File: src/hdl/tx_port_regs_consts.vh
// register offsets, field positions, reset values and timing counts
// assumes byte-wide register port on core_clk
`ifndef TX_PORT_REGS_CONSTS_VH
`define TX_PORT_REGS_CONSTS_VH
`define ADDR_TX_PORT_CONTROL_TWO 8'h34
`define ADDR_TX_PORT_STATUS 8'h35
`define ADDR_TX_INTERRUPT_ENABLE 8'h36
`define ADDR_TX_INTERRUPT_STATUS 8'h37
`define CTL2_PASS_MODE_BIT 3
`define CTL2_CAL_INV_BIT 2
`define CTL2_CAL_SINGLE_BIT 1
`define CTL2_CAL_PERIODIC_BIT 0
`define STS_PORT_NUM_BIT 4
`define STS_SYNC_BIT 1
`define STS_PASS_BIT 0
`define IE_RX_PORT_BIT 4
`define IE_SYNC_FAULT_BIT 3
`define IE_SYNC_BIT 2
`define IE_PASS_ERROR_BIT 1
`define IE_PASS_BIT 0
`define CTL2_RESET 8'h00
`define IE_RESET 8'h00
`define CAL_LEN_LOG2 10
`define CAL_LEN_BITS 11'h400
`endif
File: src/hdl/skew_cal_seq.v
// skew-calibration bit sequencer: emits 2^10 alternating bits
// assumes a start pulse on core_clk, one bit per cycle
`timescale 1ns/1ps
`include "tx_port_regs_consts.vh"
module skew_cal_seq (
  input wire core_clk,
  input wire rst_n,
  input wire start,
  input wire invert,
  output reg busy_q,
  output reg cal_bit_q,
  output reg done_q
);
  reg [10:0] cnt_q;
  always @(posedge core_clk or negedge rst_n) begin
    if (!rst_n) begin
      busy_q <= 1'b0;
      cnt_q <= 11'h000;
      cal_bit_q <= 1'b0;
      done_q <= 1'b0;
    end else begin
      done_q <= 1'b0;
      if (!busy_q) begin
        // first bit of the pattern is launched with busy so both align
        if (start) begin
          busy_q <= 1'b1;
          cnt_q <= 11'h000;
          cal_bit_q <= invert;
        end else begin
          cal_bit_q <= 1'b0;
        end
      end else begin
        cal_bit_q <= ~cal_bit_q;
        if (cnt_q == `CAL_LEN_BITS - 11'h001) begin
          busy_q <= 1'b0;
          done_q <= 1'b1;
        end
        cnt_q <= cnt_q + 11'h001;
      end
    end
  end
endmodule // skew_cal_seq

File: src/hdl/tx_port_regs.v
// paged control, status and interrupt-enable slice of a transmit port
// assumes a byte register port on core_clk; status inputs are pins
// Function
// - single trigger sends one calibration of 2^10 bits.
// - single calibration waits for the interface to become idle.
// - single trigger bit clears itself after the sequence ends.
// - periodic enable sends calibration after every frame end.
// - status bit 4 shows the selected readback port number.
// - sync flag bit 1 reads 1 while streams are synchronized.
// - sync flag forced 0 when synchronization is disabled.
// - pass flag bit 0 shows valid data on one or all ports.
// - in asynchronous forwarding pass clears on transmission error.
// - in synchronized forwarding pass means data available.
// - enable bit 4 passes receive-port interrupts.
// - enable bit 3 gates synchronization-error interrupt.
// - enable bit 2 passes sync-achieved interrupt.
// - pass mode 0 needs any valid port, 1 needs all.
// - sync and pass events latch into read-clear flags.
`timescale 1ns/1ps
`include "tx_port_regs_consts.vh"
module tx_port_regs (
  input wire core_clk,
  input wire rst_n,
  input wire reg_wr,
  input wire reg_rd,
  input wire [7:0] reg_addr,
  input wire [7:0] reg_wdata,
  input wire tx_write_port,
  input wire tx_read_port,
  input wire sync_forwarding_enabled,
  input wire async_forwarding,
  input wire [3:0] rx_port_enabled,
  input wire [3:0] rx_port_valid,
  input wire tx_error,
  input wire streams_synced,
  input wire sync_fault,
  input wire rx_port_irq,
  input wire link_idle,
  input wire frame_end,
  output reg [7:0] reg_rdata_q,
  output reg cal_active_q,
  output reg cal_bit_q,
  output reg irq_q
);
  // ----------------------------------------------------------------
  // input synchronisers
  // ----------------------------------------------------------------
  localparam IN_W = 17;
  wire [IN_W-1:0] raw_in;
  reg [IN_W-1:0] meta_q;
  reg [IN_W-1:0] sync_q;
  assign raw_in = {tx_read_port, sync_forwarding_enabled, async_forwarding,
                   rx_port_enabled, rx_port_valid, tx_error, streams_synced,
                   sync_fault, rx_port_irq, link_idle, frame_end};
  always @(posedge core_clk or negedge rst_n) begin
    if (!rst_n) begin
      meta_q <= 17'h00000;
      sync_q <= 17'h00000;
    end else begin
      meta_q <= raw_in;
      sync_q <= meta_q;
    end
  end
  wire s_read_port = sync_q[16];
  wire s_sync_en = sync_q[15];
  wire s_async = sync_q[14];
  wire [3:0] s_en = sync_q[13:10];
  wire [3:0] s_valid = sync_q[9:6];
  wire s_err = sync_q[5];
  wire s_synced = sync_q[4];
  wire s_fault = sync_q[3];
  wire s_rx_irq = sync_q[2];
  wire s_idle = sync_q[1];
  wire s_fe = sync_q[0];

  // ----------------------------------------------------------------
  // control registers
  // ----------------------------------------------------------------
  reg [7:0] ctl2_q;
  reg [4:0] ie_q;
  reg [4:0] isr_q;
  wire wr_ok = reg_wr & tx_write_port;
  wire wr_ctl2 = wr_ok & (reg_addr == `ADDR_TX_PORT_CONTROL_TWO);
  wire wr_ie = wr_ok & (reg_addr == `ADDR_TX_INTERRUPT_ENABLE);
  wire rd_isr = reg_rd & (reg_addr == `ADDR_TX_INTERRUPT_STATUS);
  wire cal_done;
  wire cal_busy;
  wire seq_bit;

  // ----------------------------------------------------------------
  // status flags
  // ----------------------------------------------------------------
  wire [3:0] ok_ports = s_en & s_valid;
  wire any_ok = |ok_ports;
  wire all_ok = (s_en != 4'h0) & ((s_en & ~s_valid) == 4'h0);
  wire pass_sel = ctl2_q[`CTL2_PASS_MODE_BIT] ? all_ok : any_ok;
  // asynchronous: actively delivering, error drops it; synced: data available
  wire pass_d = s_async ? (pass_sel & ~s_err) : pass_sel;
  wire sync_d = s_sync_en & s_synced;
  reg pass_q;
  reg sync_flag_q;
  always @(posedge core_clk or negedge rst_n) begin
    if (!rst_n) begin
      pass_q <= 1'b0;
      sync_flag_q <= 1'b0;
    end else begin
      pass_q <= pass_d;
      sync_flag_q <= sync_d;
    end
  end

  // ----------------------------------------------------------------
  // calibration scheduling
  // ----------------------------------------------------------------
  reg single_pend_q;
  reg periodic_pend_q;
  reg single_run_q;
  wire start_ok = s_idle & ~cal_busy;
  wire start_single = single_pend_q & start_ok;
  wire start_per = periodic_pend_q & ~single_pend_q & start_ok;
  wire cal_start = start_single | start_per;
  always @(posedge core_clk or negedge rst_n) begin
    if (!rst_n) begin
      ctl2_q <= `CTL2_RESET;
      single_pend_q <= 1'b0;
      periodic_pend_q <= 1'b0;
      single_run_q <= 1'b0;
    end else begin
      if (wr_ctl2) begin
        ctl2_q <= {4'h0, reg_wdata[3:2], reg_wdata[1] | ctl2_q[1], reg_wdata[0]};
        if (reg_wdata[`CTL2_CAL_SINGLE_BIT] & ~ctl2_q[`CTL2_CAL_SINGLE_BIT])
          single_pend_q <= 1'b1;
      end
      if (start_single) begin
        single_pend_q <= 1'b0;
        single_run_q <= 1'b1;
      end
      if (cal_done & single_run_q) begin
        single_run_q <= 1'b0;
        ctl2_q[`CTL2_CAL_SINGLE_BIT] <= 1'b0;
      end
      if (s_fe & ctl2_q[`CTL2_CAL_PERIODIC_BIT])
        periodic_pend_q <= 1'b1;
      else if (start_per | ~ctl2_q[`CTL2_CAL_PERIODIC_BIT])
        periodic_pend_q <= 1'b0;
    end
  end

  skew_cal_seq u_seq (
    .core_clk(core_clk),
    .rst_n(rst_n),
    .start(cal_start),
    .invert(ctl2_q[`CTL2_CAL_INV_BIT]),
    .busy_q(cal_busy),
    .cal_bit_q(seq_bit),
    .done_q(cal_done)
  );
  reg seq_bit_d;
  always @* begin
    seq_bit_d = 1'b0;
    if (cal_busy)
      seq_bit_d = seq_bit;
  end

  // ----------------------------------------------------------------
  // interrupt enable and event flags
  // ----------------------------------------------------------------
  reg pass_prev_q;
  reg sync_prev_q;
  reg fault_prev_q;
  wire ev_pass = pass_q & ~pass_prev_q & ie_q[`IE_PASS_BIT];
  wire ev_pass_err = ~pass_q & pass_prev_q & ie_q[`IE_PASS_ERROR_BIT];
  wire ev_sync = sync_flag_q & ~sync_prev_q & ie_q[`IE_SYNC_BIT];
  wire ev_fault = s_fault & ~fault_prev_q & ie_q[`IE_SYNC_FAULT_BIT];
  wire [4:0] ev = {1'b0, ev_fault, ev_sync, ev_pass_err, ev_pass};
  always @(posedge core_clk or negedge rst_n) begin
    if (!rst_n) begin
      ie_q <= 5'h00;
      isr_q <= 5'h00;
      pass_prev_q <= 1'b0;
      sync_prev_q <= 1'b0;
      fault_prev_q <= 1'b0;
    end else begin
      pass_prev_q <= pass_q;
      sync_prev_q <= sync_flag_q;
      fault_prev_q <= s_fault;
      if (wr_ie)
        ie_q <= reg_wdata[4:0];
      // set wins over read-clear
      isr_q[3:0] <= (rd_isr ? 4'h0 : isr_q[3:0]) | ev[3:0];
      isr_q[4] <= s_rx_irq & ie_q[`IE_RX_PORT_BIT];
    end
  end

  // ----------------------------------------------------------------
  // readback and outputs
  // ----------------------------------------------------------------
  reg [7:0] rdata_d;
  always @* begin
    case (reg_addr)
      `ADDR_TX_PORT_CONTROL_TWO: rdata_d = ctl2_q;
      `ADDR_TX_PORT_STATUS: rdata_d = {3'h0, s_read_port, 2'h0, sync_flag_q, pass_q};
      `ADDR_TX_INTERRUPT_ENABLE: rdata_d = {3'h0, ie_q};
      `ADDR_TX_INTERRUPT_STATUS: rdata_d = {3'h0, isr_q};
      default: rdata_d = 8'h00;
    endcase
  end
  always @(posedge core_clk or negedge rst_n) begin
    if (!rst_n) begin
      reg_rdata_q <= 8'h00;
      cal_active_q <= 1'b0;
      cal_bit_q <= 1'b0;
      irq_q <= 1'b0;
    end else begin
      if (reg_rd)
        reg_rdata_q <= rdata_d;
      cal_active_q <= cal_busy;
      cal_bit_q <= seq_bit_d;
      irq_q <= |isr_q;
    end
  end
endmodule // tx_port_regs

File: config.mk
export PLATFORM = sky130hd
export DESIGN_NAME = tx_port_regs
export DESIGN_NICKNAME = d
export VERILOG_FILES = /design/src/hdl/skew_cal_seq.v /design/src/hdl/tx_port_regs.v
export VERILOG_INCLUDE_DIRS = /design/src /design/src/hdl
export SDC_FILE = /design/constraint.sdc
export NUM_CORES = 1
export LEC_CHECK = 0
export BUFFER_PORTS_ARGS = -buffer_cell sky130_fd_sc_hd__buf_2
export CAP_MARGIN = 15
export CELL_PAD_IN_SITES_DETAIL_PLACEMENT = 0
export CELL_PAD_IN_SITES_GLOBAL_PLACEMENT = 1
export CORE_MARGIN = 5
export CORE_UTILIZATION = 40
export DETAILED_ROUTE_END_ITERATION = 8
export HOLD_SLACK_MARGIN = 0.12
export PLACE_DENSITY = 0.8
export SKIP_LAST_GASP = 1
export SLEW_MARGIN = 40
export SYNTH_ARGS = -nofsm -noshare
export SYNTH_HDL_FRONTEND = slang
export SYNTH_SLANG_ARGS = --single-unit
File: constraint.sdc
create_clock -name core_clk -period 1.3 [get_ports core_clk]
set_clock_uncertainty 0.15 [all_clocks]
set_input_delay 0.065 -clock core_clk [delete_from_list [all_inputs] [get_ports core_clk]]
set_output_delay 0.065 -clock core_clk [all_outputs]
set_load 0.01 [all_outputs]
==> summary.md, run 1 <==
| Metric | Value |
|---|---|
| Diodes inserted | 0 |
| CTS buffer count | 9 |
| WS Path Type | reg -> reg |
| I/O Buffers | 42 |
| Vias in the first global route | 1947 |
| Avg Cell Area, Syn | 13.49 um2 |
| Crit Path Max Fanout | 3 |
| Fin worst setup slack | -0.1322 ns |
| Clk slew on worst S/H paths | 0.08 ns |
| Worst EP arrival | 1.52 ns |
| RSZ-0062 raised after global routing | true |
| Hold_buf cts | 30 |
| Async SR Flop Fraction | 1.000 |
| Clock sinks | 78 |
| Gpl congestion | 0.7213 |
| DRT iter0 DRCs | 63 |
| Status | complete, but fails checks |
| Synth top area share | 0.6924 |
| Total Wirelength | 5581 um |
| Post-synth EDFFs | 0 |
| Syn Std Cell Area | 2819 um2 |
| Fin crit share | 1.102 |
| Die area | 8827 um2 |
| Reg2Reg Depth | 5 |
| Nets@finish | 359 |
| Storage cell area | 1952 um2 |
| Critical Path RT | 1.39 ns |
| Max Fclk | 698.2 MHz |
| Max-slew violations | 0 |
| Area contributors post-synth | dfrtp_1, mux2i_1, nand2_1 |
| # IOs | 49 |
| Seq cells post-synth | 78 |
| Total Power | 5.888 mW |
| Commonest cells post-synth | dfrtp_1, nand2_1, inv_1 |
| Cells after synthesis | 209 |
| Layout Cells excl Fill | 421 |
| Area delta synth->final | 44.25% |
| Peak VDD IR | 0.0008233 V |
| Die W | 93.95 um |
| Dpl hpwl | 3407 um |
| Hold slack | 0.06673 ns |
| Sequential area share after synthesis | 0.6924 |
| Residual DRC count | 0 |
| Failing checks | negative setup slack |
| CORE AREA | 6832 um2 |
| # fillers | 552 |
| Tmin final | 1.432 ns |
| Final hold viol count | 0 |
| Most common cell in the netlist | dfrtp_1 |
| Leak | 1.976 nW |
| Worst hold path type | in -> reg |
| Skew-Pair Late Insertion Delay | 0.35 ns |
| Vias | 1967 |
| Largest net degree at the start of global routing | 41 |
| Placed cells | 369 |
| Total global-route track usage | 0.1342 |
| DRT Pass-1 Iters | 4 |
| Grt ovf | 0 |
| Final setup fails | 8 |
| Die H | 93.95 um |
| Yosys warns | 0 |
| Starting Density | 0.4126 |
| Yosys top cell by area | dfrtp_1 |
| Post-DR vias/cell | 4.672 |
| Yosys cell types | 39 |
| Site Rows | 30 |
| CTS HTree Levels | 3 |
| Final instance area | 4066 um2 |
| Multi-input gate area | 883.3 um2 |
| Max-cap violation count | 0 |
| Detailed-route wire length per cell | 13.26 um |
| Top FF cell, synth | dfrtp_1 |
| Power per cell area | 1448 nW/um2 |
| First-pass GRT wire length | 8976 um |
| CTS max path bufs | 2 |
| Worst Setup Start Kind | flop |
| CTS tree | done |
| Initial antenna violation count | 0 |
| Worst hold path stage count | 3 |
| Cell Area, Placed | 3359 um2 |
| Crit path capture type | flop |
| Routed Antenna Nets | 0 |
| Root Driver | clkbuf_8 |
| Proportion of layout cells with a drive suffix above 1 | 0.3754 |
## sequential cells by signal, indices dropped and copies added, names as in the netlist, 4 cells and up
signal	flops
reg_rdata_q	5
ie_q	5
ctl2_q	4
u_seq.cnt_q	11
isr_q	5
sync_q	17
meta_q	17
## power breakdown
group          internal, mW  switching (mW)  total [mW]
combinational         0.486           0.394       0.879
sequential             2.65           0.120        2.77
clock                  1.34           0.897        2.24
## worst paths after layout
check	startpoint	slack [ns]	endpoint
max	u_seq.cnt_q[1]$_DFFE_PN0P_	-0.13	u_seq.cnt_q[10]$_DFFE_PN0P_
max in group asynchronous	rst_n	0.12	sync_q[4]$_DFF_PN0_
min in group asynchronous	rst_n	0.14	u_seq.cnt_q[0]$_DFFE_PN0P_
min reg2reg	meta_q[7]$_DFF_PN0_	0.20	sync_q[7]$_DFF_PN0_
max reg2reg	u_seq.cnt_q[1]$_DFFE_PN0P_	-0.13	u_seq.cnt_q[10]$_DFFE_PN0P_
min	reg_addr[6]	0.07	single_pend_q$_DFFE_PN0P_
## per-stage QoR
step	util	worst slack (ns)	TNS, ns
global placement	0.4918	-0.2776	-1.886
detailed placement	0.4918	-0.3181	-2.442
floorplan	-	-0.09655	-0.3991
finish	0.5952	-0.1322	-0.4514
global route	0.5952	-0.1936	-1.381
CTS	0.5815	-0.1210	-0.4991
## area by class of cell
type / instances / share of cell area
multi-input combinational: 111 / 0.2172
inverter: 15 / 0.01385
tap: 96 / 0.02954
clock buffer: 10 / 0.03385
timing repair buffer: 105 / 0.1969
clock inverter: 6 / 0.02862
sequential: 78 / 0.4800
## layout by cell type (no fill, tap or decap), drive strengths merged, types with 2 or more instances in the layout
master / Yosys / routed
o21ai: 9 / 9
buf: 5 / 76
o21a: 2 / 2
dlygate4sd3: 0 / 28
bufinv: 0 / 3
conb: 1 / 3
mux4: 2 / 2
a32o: 3 / 3
and2: 3 / 3
a21oi: 2 / 2
nor2: 9 / 9
nand4: 4 / 4
dfrtp: 78 / 78
nor3: 2 / 2
inv: 15 / 17
nand2b: 2 / 2
clkbuf: 3 / 10
nand3: 8 / 8
a31oi: 3 / 3
mux2: 9 / 9
mux2i: 8 / 8
nand2: 21 / 22
a22oi: 3 / 3
o22ai: 3 / 3
## critical path, cell delays in order, from the launching register on
cell and delay, ns:
dfrtp_1 0.37, ha_2 0.20, nand4_1 0.12, buf_4 0.19, o311ai_4 0.21, nand2b_1 0.09
## cells by family (layout without fill, tap and decap cells)
family,after synthesis,in the layout,synth area share
fa+ha+maj,1,1,0.004438
other cells,1,3,0.001330
flops,78,78,0.6924
simple gates,56,57,0.1034
buf+inv,23,136,0.03551
compound gates,31,31,0.07856
mux,19,19,0.08433
## timing repair
| item | in CTS | in global routing |
|---|---|---|
| pin swaps | 5 | 11 |
| resized for setup | 12 | 18 |
| endpoints found under the setup margin | 13 | 54 |
| buffers inserted | 1 | 6 |
| hold endpoints to repair | 114 | 3 |
| cloned | 1 | 0 |
## metal layers
metal  up-vias  global-route usage  share of wire
li1        945                   -              -
met1       962              0.1741           0.44
met2        52              0.2070           0.49
met3         8             0.02804          0.048
met4         0             0.07942          0.022
met5         -                   0              0
Note: power is estimated with default switching activity, not from simulation.
==> inputs of run 2 (changes only) <==
- ABC_AREA: default -> 1
- CORE_UTILIZATION: 40 -> 39
- PLACE_DENSITY: 0.8 -> 0.81
==> summary.md, run 2 <==
| Metric | Value |
|---|---|
| Most common cell in the netlist | dfrtp_1 |
| Worst Setup Start Kind | flop |
| Area contributors post-synth | dfrtp_1, nand2_1, nand3_1 |
| Top FF cell, synth | dfrtp_1 |
| Async SR Flop Fraction | 1.000 |
| Multi-input gate area | 922.1 um2 |
| Post-synth EDFFs | 0 |
| Detailed-route wire length per cell | 11.15 um |
| Total Power | 5.532 mW |
| Worst EP arrival | 1.52 ns |
| Area delta synth->final | 32.68% |
| Site Rows | 32 |
| Max-slew violations | 0 |
| Power per cell area | 1393 nW/um2 |
| Biggest regs | meta_q x17, sync_q x17, u_seq.cnt_q x11 |
| Synth top area share | 0.6519 |
| # fillers | 702 |
| Final instance area | 3973 um2 |
| Die H | 97.62 um |
| Leak | 1.989 nW |
| Sequential area share after synthesis | 0.6519 |
| Tmin final | 1.447 ns |
| Leading cell type in the layout, fill and taps excluded | dfrtp_1 |
| Final setup fails | 8 |
| Proportion of layout cells with a drive suffix above 1 | 0.2713 |
| CORE AREA | 7607 um2 |
| Total Wirelength | 5454 um |
| M2 GR Usage | 0.1982 |
| Routed Antenna Nets | 0 |
| Peak VDD IR | 0.0006490 V |
| Met1 Usage GRT | 0.1505 |
| Fin crit share | 1.113 |
| Commonest cells post-synth | dfrtp_1, nand2_1, inv_1 |
| Syn Std Cell Area | 2994 um2 |
| Failing checks | negative setup slack |
| Grt ovf | 0 |
| Final hold viol count | 0 |
| CP delay by family, top | simple AND/OR/NAND/NOR gates |
| Max-cap violation count | 0 |
| Fin worst setup slack | -0.1471 ns |
| Residual DRC count | 0 |
| Crit path cell chain | buf_6 -> ha_4 -> nand3_4 -> nor2_4 -> nand3_2 -> nor2_2 -> nand2_1 -> o21a_1 |
| Max Fclk | 691.0 MHz |
| Nets@finish | 422 |
| Slowest CP cell | dfrtp_1 |
| Root Driver | clkbuf_8 |
| RSZ-0062 raised after global routing | true |
| Cells after synthesis | 290 |
| Layout Cells excl Fill | 489 |
| Crit Path Max Fanout | 3 |
| Diodes inserted | 0 |
| Critical Path RT | 1.38 ns |
| Cell Area, Placed | 3422 um2 |
| Most frequent cells in the layout | dfrtp_1, nand2_1, buf_2 |
| Placed cells | 444 |
| CTS HTree Levels | 3 |
| DRT Pass-1 Iters | 4 |
| Seq cells post-synth | 78 |
| Storage cell area | 1953 um2 |
| Initial antenna violation count | 0 |
| Dpl hpwl | 3602 um |
| Avg Cell Area, Syn | 10.32 um2 |
| Hold_buf cts | 28 |
| CTS tree | done |
| Clock sinks | 78 |
| WS Path Type | reg -> reg |
| CTS max path bufs | 2 |
| I/O Buffers | 42 |
| Clk slew on worst S/H paths | 0.08 ns |
| Worst hold path type | in -> reg |
| DRT iter0 DRCs | 92 |
| # IOs | 49 |
| Largest net degree at the start of global routing | 79 |
| Worst path bufs/invs | 1 |
| Total global-route track usage | 0.1225 |
| Die area | 9530 um2 |
| Yosys top cell by area | dfrtp_1 |
| First-pass GRT wire length | 9418 um |
| Crit-path max cell delay | 0.37 ns |
| Yosys warns | 0 |
| Gpl congestion | 0.7905 |
| Starting Density | 0.3936 |
| Die W | 97.62 um |
| Skew-Pair Late Insertion Delay | 0.34 ns |
| Status | complete, but fails checks |
| Yosys cell types | 28 |
| Gr busiest metal | met2 |
| Post-DR vias/cell | 4.454 |
| CTS buffer count | 9 |
| Crit path capture type | flop |
| Met3 Use GR | 0.03087 |
| Vias | 2178 |
| Vias in the first global route | 2133 |
[run 2: cell types whose count changed after synthesis, moves of 5 or more]
cell | previous run | this run
mux2_2 | 6 | 0
nor2_2 | 0 | 5
nor2_4 | 0 | 5
mux2i_1 | 8 | 1
nor2_1 | 9 | 14
o21ai_1 | 0 | 6
inv_1 | 15 | 33
nand2_1 | 21 | 70
nand2_2 | 0 | 6
nand3_1 | 8 | 27
[run 2: per-layer routing]
metal / wire (um) / vias to the layer above / part of all wire
li1: - / 1103 / -
met1: 2432 / 1017 / 0.45
met2: 2657 / 47 / 0.49
met3: 254 / 11 / 0.047
met4: 110 / 0 / 0.020
met5: 0 / - / 0
[run 2: power breakdown]
| part | internal [mW] | switching, mW | total (mW) |
|---|---|---|---|
| clock | 0.932 | 0.840 | 1.77 |
| combinational | 0.487 | 0.449 | 0.936 |
| sequential | 2.66 | 0.168 | 2.82 |
[run 2: cells by family after synthesis]
family | count (synthesis) | share of synthesized area
AOI/OAI and AO/OA | 34 | 0.06394
and+or+nand+nor | 135 | 0.2152
muxes | 1 | 0.003343
other | 1 | 0.001252
buffers and inverters | 40 | 0.06017
adders and majority gates | 1 | 0.004178
DFF | 78 | 0.6519
[run 2: path summary, 6_finish.rpt]
path                                                 start                    endpoint  slack (ns)  cells after the start
worst max register to register  u_seq.cnt_q[1]$_DFFE_PN0P_  u_seq.cnt_q[8]$_DFFE_PN0P_       -0.15                      8
worst max-delay path            u_seq.cnt_q[1]$_DFFE_PN0P_  u_seq.cnt_q[8]$_DFFE_PN0P_       -0.15                      8
max in group asynchronous                            rst_n         meta_q[1]$_DFF_PN0_        0.55                      3
worst min register to register        meta_q[14]$_DFF_PN0_        sync_q[14]$_DFF_PN0_        0.20                      0
worst min-delay path                           reg_addr[0]  reg_rdata_q[4]$_DFFE_PN0P_        0.08                      7
min in group asynchronous                            rst_n  u_seq.cnt_q[0]$_DFFE_PN0P_        0.12                      3
[run 2: tightest hold or removal path: cells and delay by family]
kind	cells	cell delay, ns
buf+inv	1	0.11
simple gates	6	0.36
[run 2: area by class of cell]
| class | count | area share |
|---|---|---|
| Inverter | 34 | 0.03339 |
| Tap cell | 102 | 0.03213 |
| Clock buffer | 10 | 0.03465 |
| Multi-Input combinational cell | 174 | 0.2321 |
| Sequential cell | 78 | 0.4917 |
| Clock inverter | 5 | 0.01480 |
| Timing Repair Buffer | 86 | 0.1613 |
[run 2: what timing repair did]
item,CTS,global route
endpoints found under the hold margin,114,3
endpoints found under the setup margin,14,31
resized for setup,3,16
cloned,0,0
pin swaps,1,8
setup buffers,2,2
[run 2: through the flow]
stage	TNS [ns]	setup WS (ns)	hold slack (ns)	util
2_1_floorplan	-0.1259	-0.07417	-0.3806	-
3_3_place_gp	-0.5247	-0.1425	-0.03664	0.4498
3_5_place_dp	-0.9523	-0.1716	-0.03631	0.4498
4_1_cts	-0.7586	-0.1198	0.1249	0.5166
5_1_grt	-1.635	-0.2862	0.1088	0.5222
6_report	-0.6338	-0.1471	0.07951	0.5222
==> inputs of run 3 (changes only) <==
- CORE_MARGIN: 5 -> 2
==> summary.md, run 3 (synthesized netlist as in run 2, its figures left out) <==
| Metric | Value |
|---|---|
| Critical Path RT | 1.39 ns |
| Hold Path Origin | reg_addr[7] |
| Post-route setup TNS | -0.7418 ns |
| Power per cell area | 1418 nW/um2 |
| Max Fclk | 690.9 MHz |
| # IOs | 49 |
| Vias | 2206 |
| Routed Antenna Nets | 0 |
| Proportion of layout cells with a drive suffix above 1 | 0.2716 |
| Die area | 8394 um2 |
| Worst hold path type | in -> reg |
| Tmin final | 1.447 ns |
| Detailed-route wire length per cell | 11.42 um |
| Worst hold path stage count | 7 |
| Total global-route track usage | 0.1462 |
| Diodes inserted | 0 |
| Die W | 91.62 um |
| Peak VDD IR | 0.0007865 V |
| Hold slack | 0.04938 ns |
| Dpl hpwl | 3665 um |
| Largest net degree at the start of global routing | 51 |
| Final instance area | 4076 um2 |
| DRT Pass-1 Iters | 4 |
| Area delta synth->final | 36.15% |
| WHS Endpoint | ie_q[4]$_DFFE_PN0P_ |
| Root Driver | clkbuf_8 |
| Leading cell type in the layout, fill and taps excluded | dfrtp_1 |
| Crit path capture type | flop |
| Failing checks | negative setup slack |
| Crit Path Max Fanout | 4 |
| Final hold viol count | 0 |
| Final design utilization | 0.5561 |
| Crit Reg-Reg Startpoint | u_seq.cnt_q[0]$_DFFE_PN0P_ |
| Post-DR vias/cell | 4.475 |
| Storage cell area | 1954 um2 |
| Fin crit share | 1.113 |
| Site Rows | 31 |
| Gpl congestion | 0.8275 |
| Starting Density | 0.4084 |
| Nets@finish | 428 |
| DRT iter0 DRCs | 67 |
| Biggest regs | meta_q x17, sync_q x17, u_seq.cnt_q x11 |
| R2r endpoint | u_seq.cnt_q[9]$_DFFE_PN0P_ |
| Clock sinks | 78 |
| First-pass GRT wire length | 9584 um |
| Multi-input gate area | 929.6 um2 |
| CTS buffer count | 9 |
| Max-cap violation count | 0 |
| Grt ovf | 0 |
| Max-slew violations | 0 |
| Status | complete, but fails checks |
| Worst EP arrival | 1.54 ns |
| Fin worst setup slack | -0.1473 ns |
| CTS tree | done |
| Leak | 2.055 nW |
| CTS max path bufs | 2 |
| Reg2Reg Depth | 8 |
| RSZ-0062 raised after global routing | true |
| WS Path Type | reg -> reg |
| CTS HTree Levels | 3 |
| Residual DRC count | 0 |
| R2R Setup Slk | -0.15 ns |
| Initial antenna violation count | 0 |
| Die H | 91.62 um |
| # fillers | 640 |
| Total Wirelength | 5628 um |
| Skew-Pair Late Insertion Delay | 0.35 ns |
| Final setup fails | 8 |
| Most frequent cells in the layout | dfrtp_1, nand2_1, buf_2 |
| Worst Setup Start Kind | flop |
| Cell Area, Placed | 3411 um2 |
| Vias in the first global route | 2210 |
| CORE AREA | 7331 um2 |
| I/O Buffers | 42 |
| Clk slew on worst S/H paths | 0.09 ns |
[run 3: where the power goes]
| part | switching (mW) | total, mW | leakage (nW) | internal, mW |
|---|---|---|---|---|
| combinational | 0.419 | 0.882 | 1.02 | 0.464 |
| sequential | 0.202 | 2.86 | 0.918 | 2.66 |
| clock | 0.931 | 2.04 | 0.117 | 1.11 |
| total | 1.55 | 5.78 | 2.06 | 4.23 |
[run 3: worst max path at each step]
stage               slack (ns)  cells past startpoint                  startpoint                    endpoint
finish                   -0.15                      8  u_seq.cnt_q[0]$_DFFE_PN0P_  u_seq.cnt_q[9]$_DFFE_PN0P_
global placement         -0.06                      7  u_seq.cnt_q[1]$_DFFE_PN0P_  u_seq.cnt_q[8]$_DFFE_PN0P_
floorplan                -0.07                      7  u_seq.cnt_q[0]$_DFFE_PN0P_  u_seq.cnt_q[8]$_DFFE_PN0P_
CTS                      -0.10                      8  u_seq.cnt_q[1]$_DFFE_PN0P_  u_seq.cnt_q[9]$_DFFE_PN0P_
detailed placement       -0.11                      7  u_seq.cnt_q[0]$_DFFE_PN0P_  u_seq.cnt_q[8]$_DFFE_PN0P_
global route             -0.24                      8  u_seq.cnt_q[0]$_DFFE_PN0P_  u_seq.cnt_q[9]$_DFFE_PN0P_
[run 3: metrics by stage]
| stage | instances | power [mW] | setup WS (ns) |
|---|---|---|---|
| floorplan | 292 | 3.260 | -0.07417 |
| global placement | 440 | 3.541 | -0.06482 |
| detailed placement | 440 | 3.576 | -0.1057 |
| CTS | 488 | 5.795 | -0.1024 |
| global route | 493 | 6.086 | -0.2425 |
| finish | 493 | 5.782 | -0.1473 |
[run 3: layer usage]
metal	share of wire	up-vias	GRT usage
met1	0.47	1024	0.1829
met2	0.46	52	0.2322
met5	0	-	0
met3	0.037	15	0.03205
li1	-	1115	-
met4	0.030	0	0.08838
[run 3: critical path, cell delays in order (launching register included)]
cell and delay, ns:
dfrtp_1 0.41, buf_6 0.13, nand4_1 0.13, nor2_2 0.21, nand2_2 0.08, nor2_1 0.09, nand2_1 0.05, nand2_1 0.06
inv_1 0.03
[run 3: timing repair]
| item | in CTS | in global routing |
|---|---|---|
| gates resized for setup | 5 | 16 |
| setup endpoints to repair | 15 | 99 |
| buffers inserted | 2 | 4 |
| endpoints found under the hold margin | 114 | 5 |
| cloned | 0 | 1 |
| hold buffers | 30 | 3 |
| pin swaps | 2 | 10 |
[run 3: layout make-up]
| class | count | share of cell area |
|---|---|---|
| Clock inverter | 7 | 0.02517 |
| Timing Repair Buffer | 92 | 0.1746 |
| Multi-Input combinational cell | 174 | 0.2281 |
| Tap cell | 99 | 0.03039 |
| Sequential cell | 78 | 0.4794 |
| Clock buffer | 9 | 0.03039 |
| Inverter | 34 | 0.03192 |
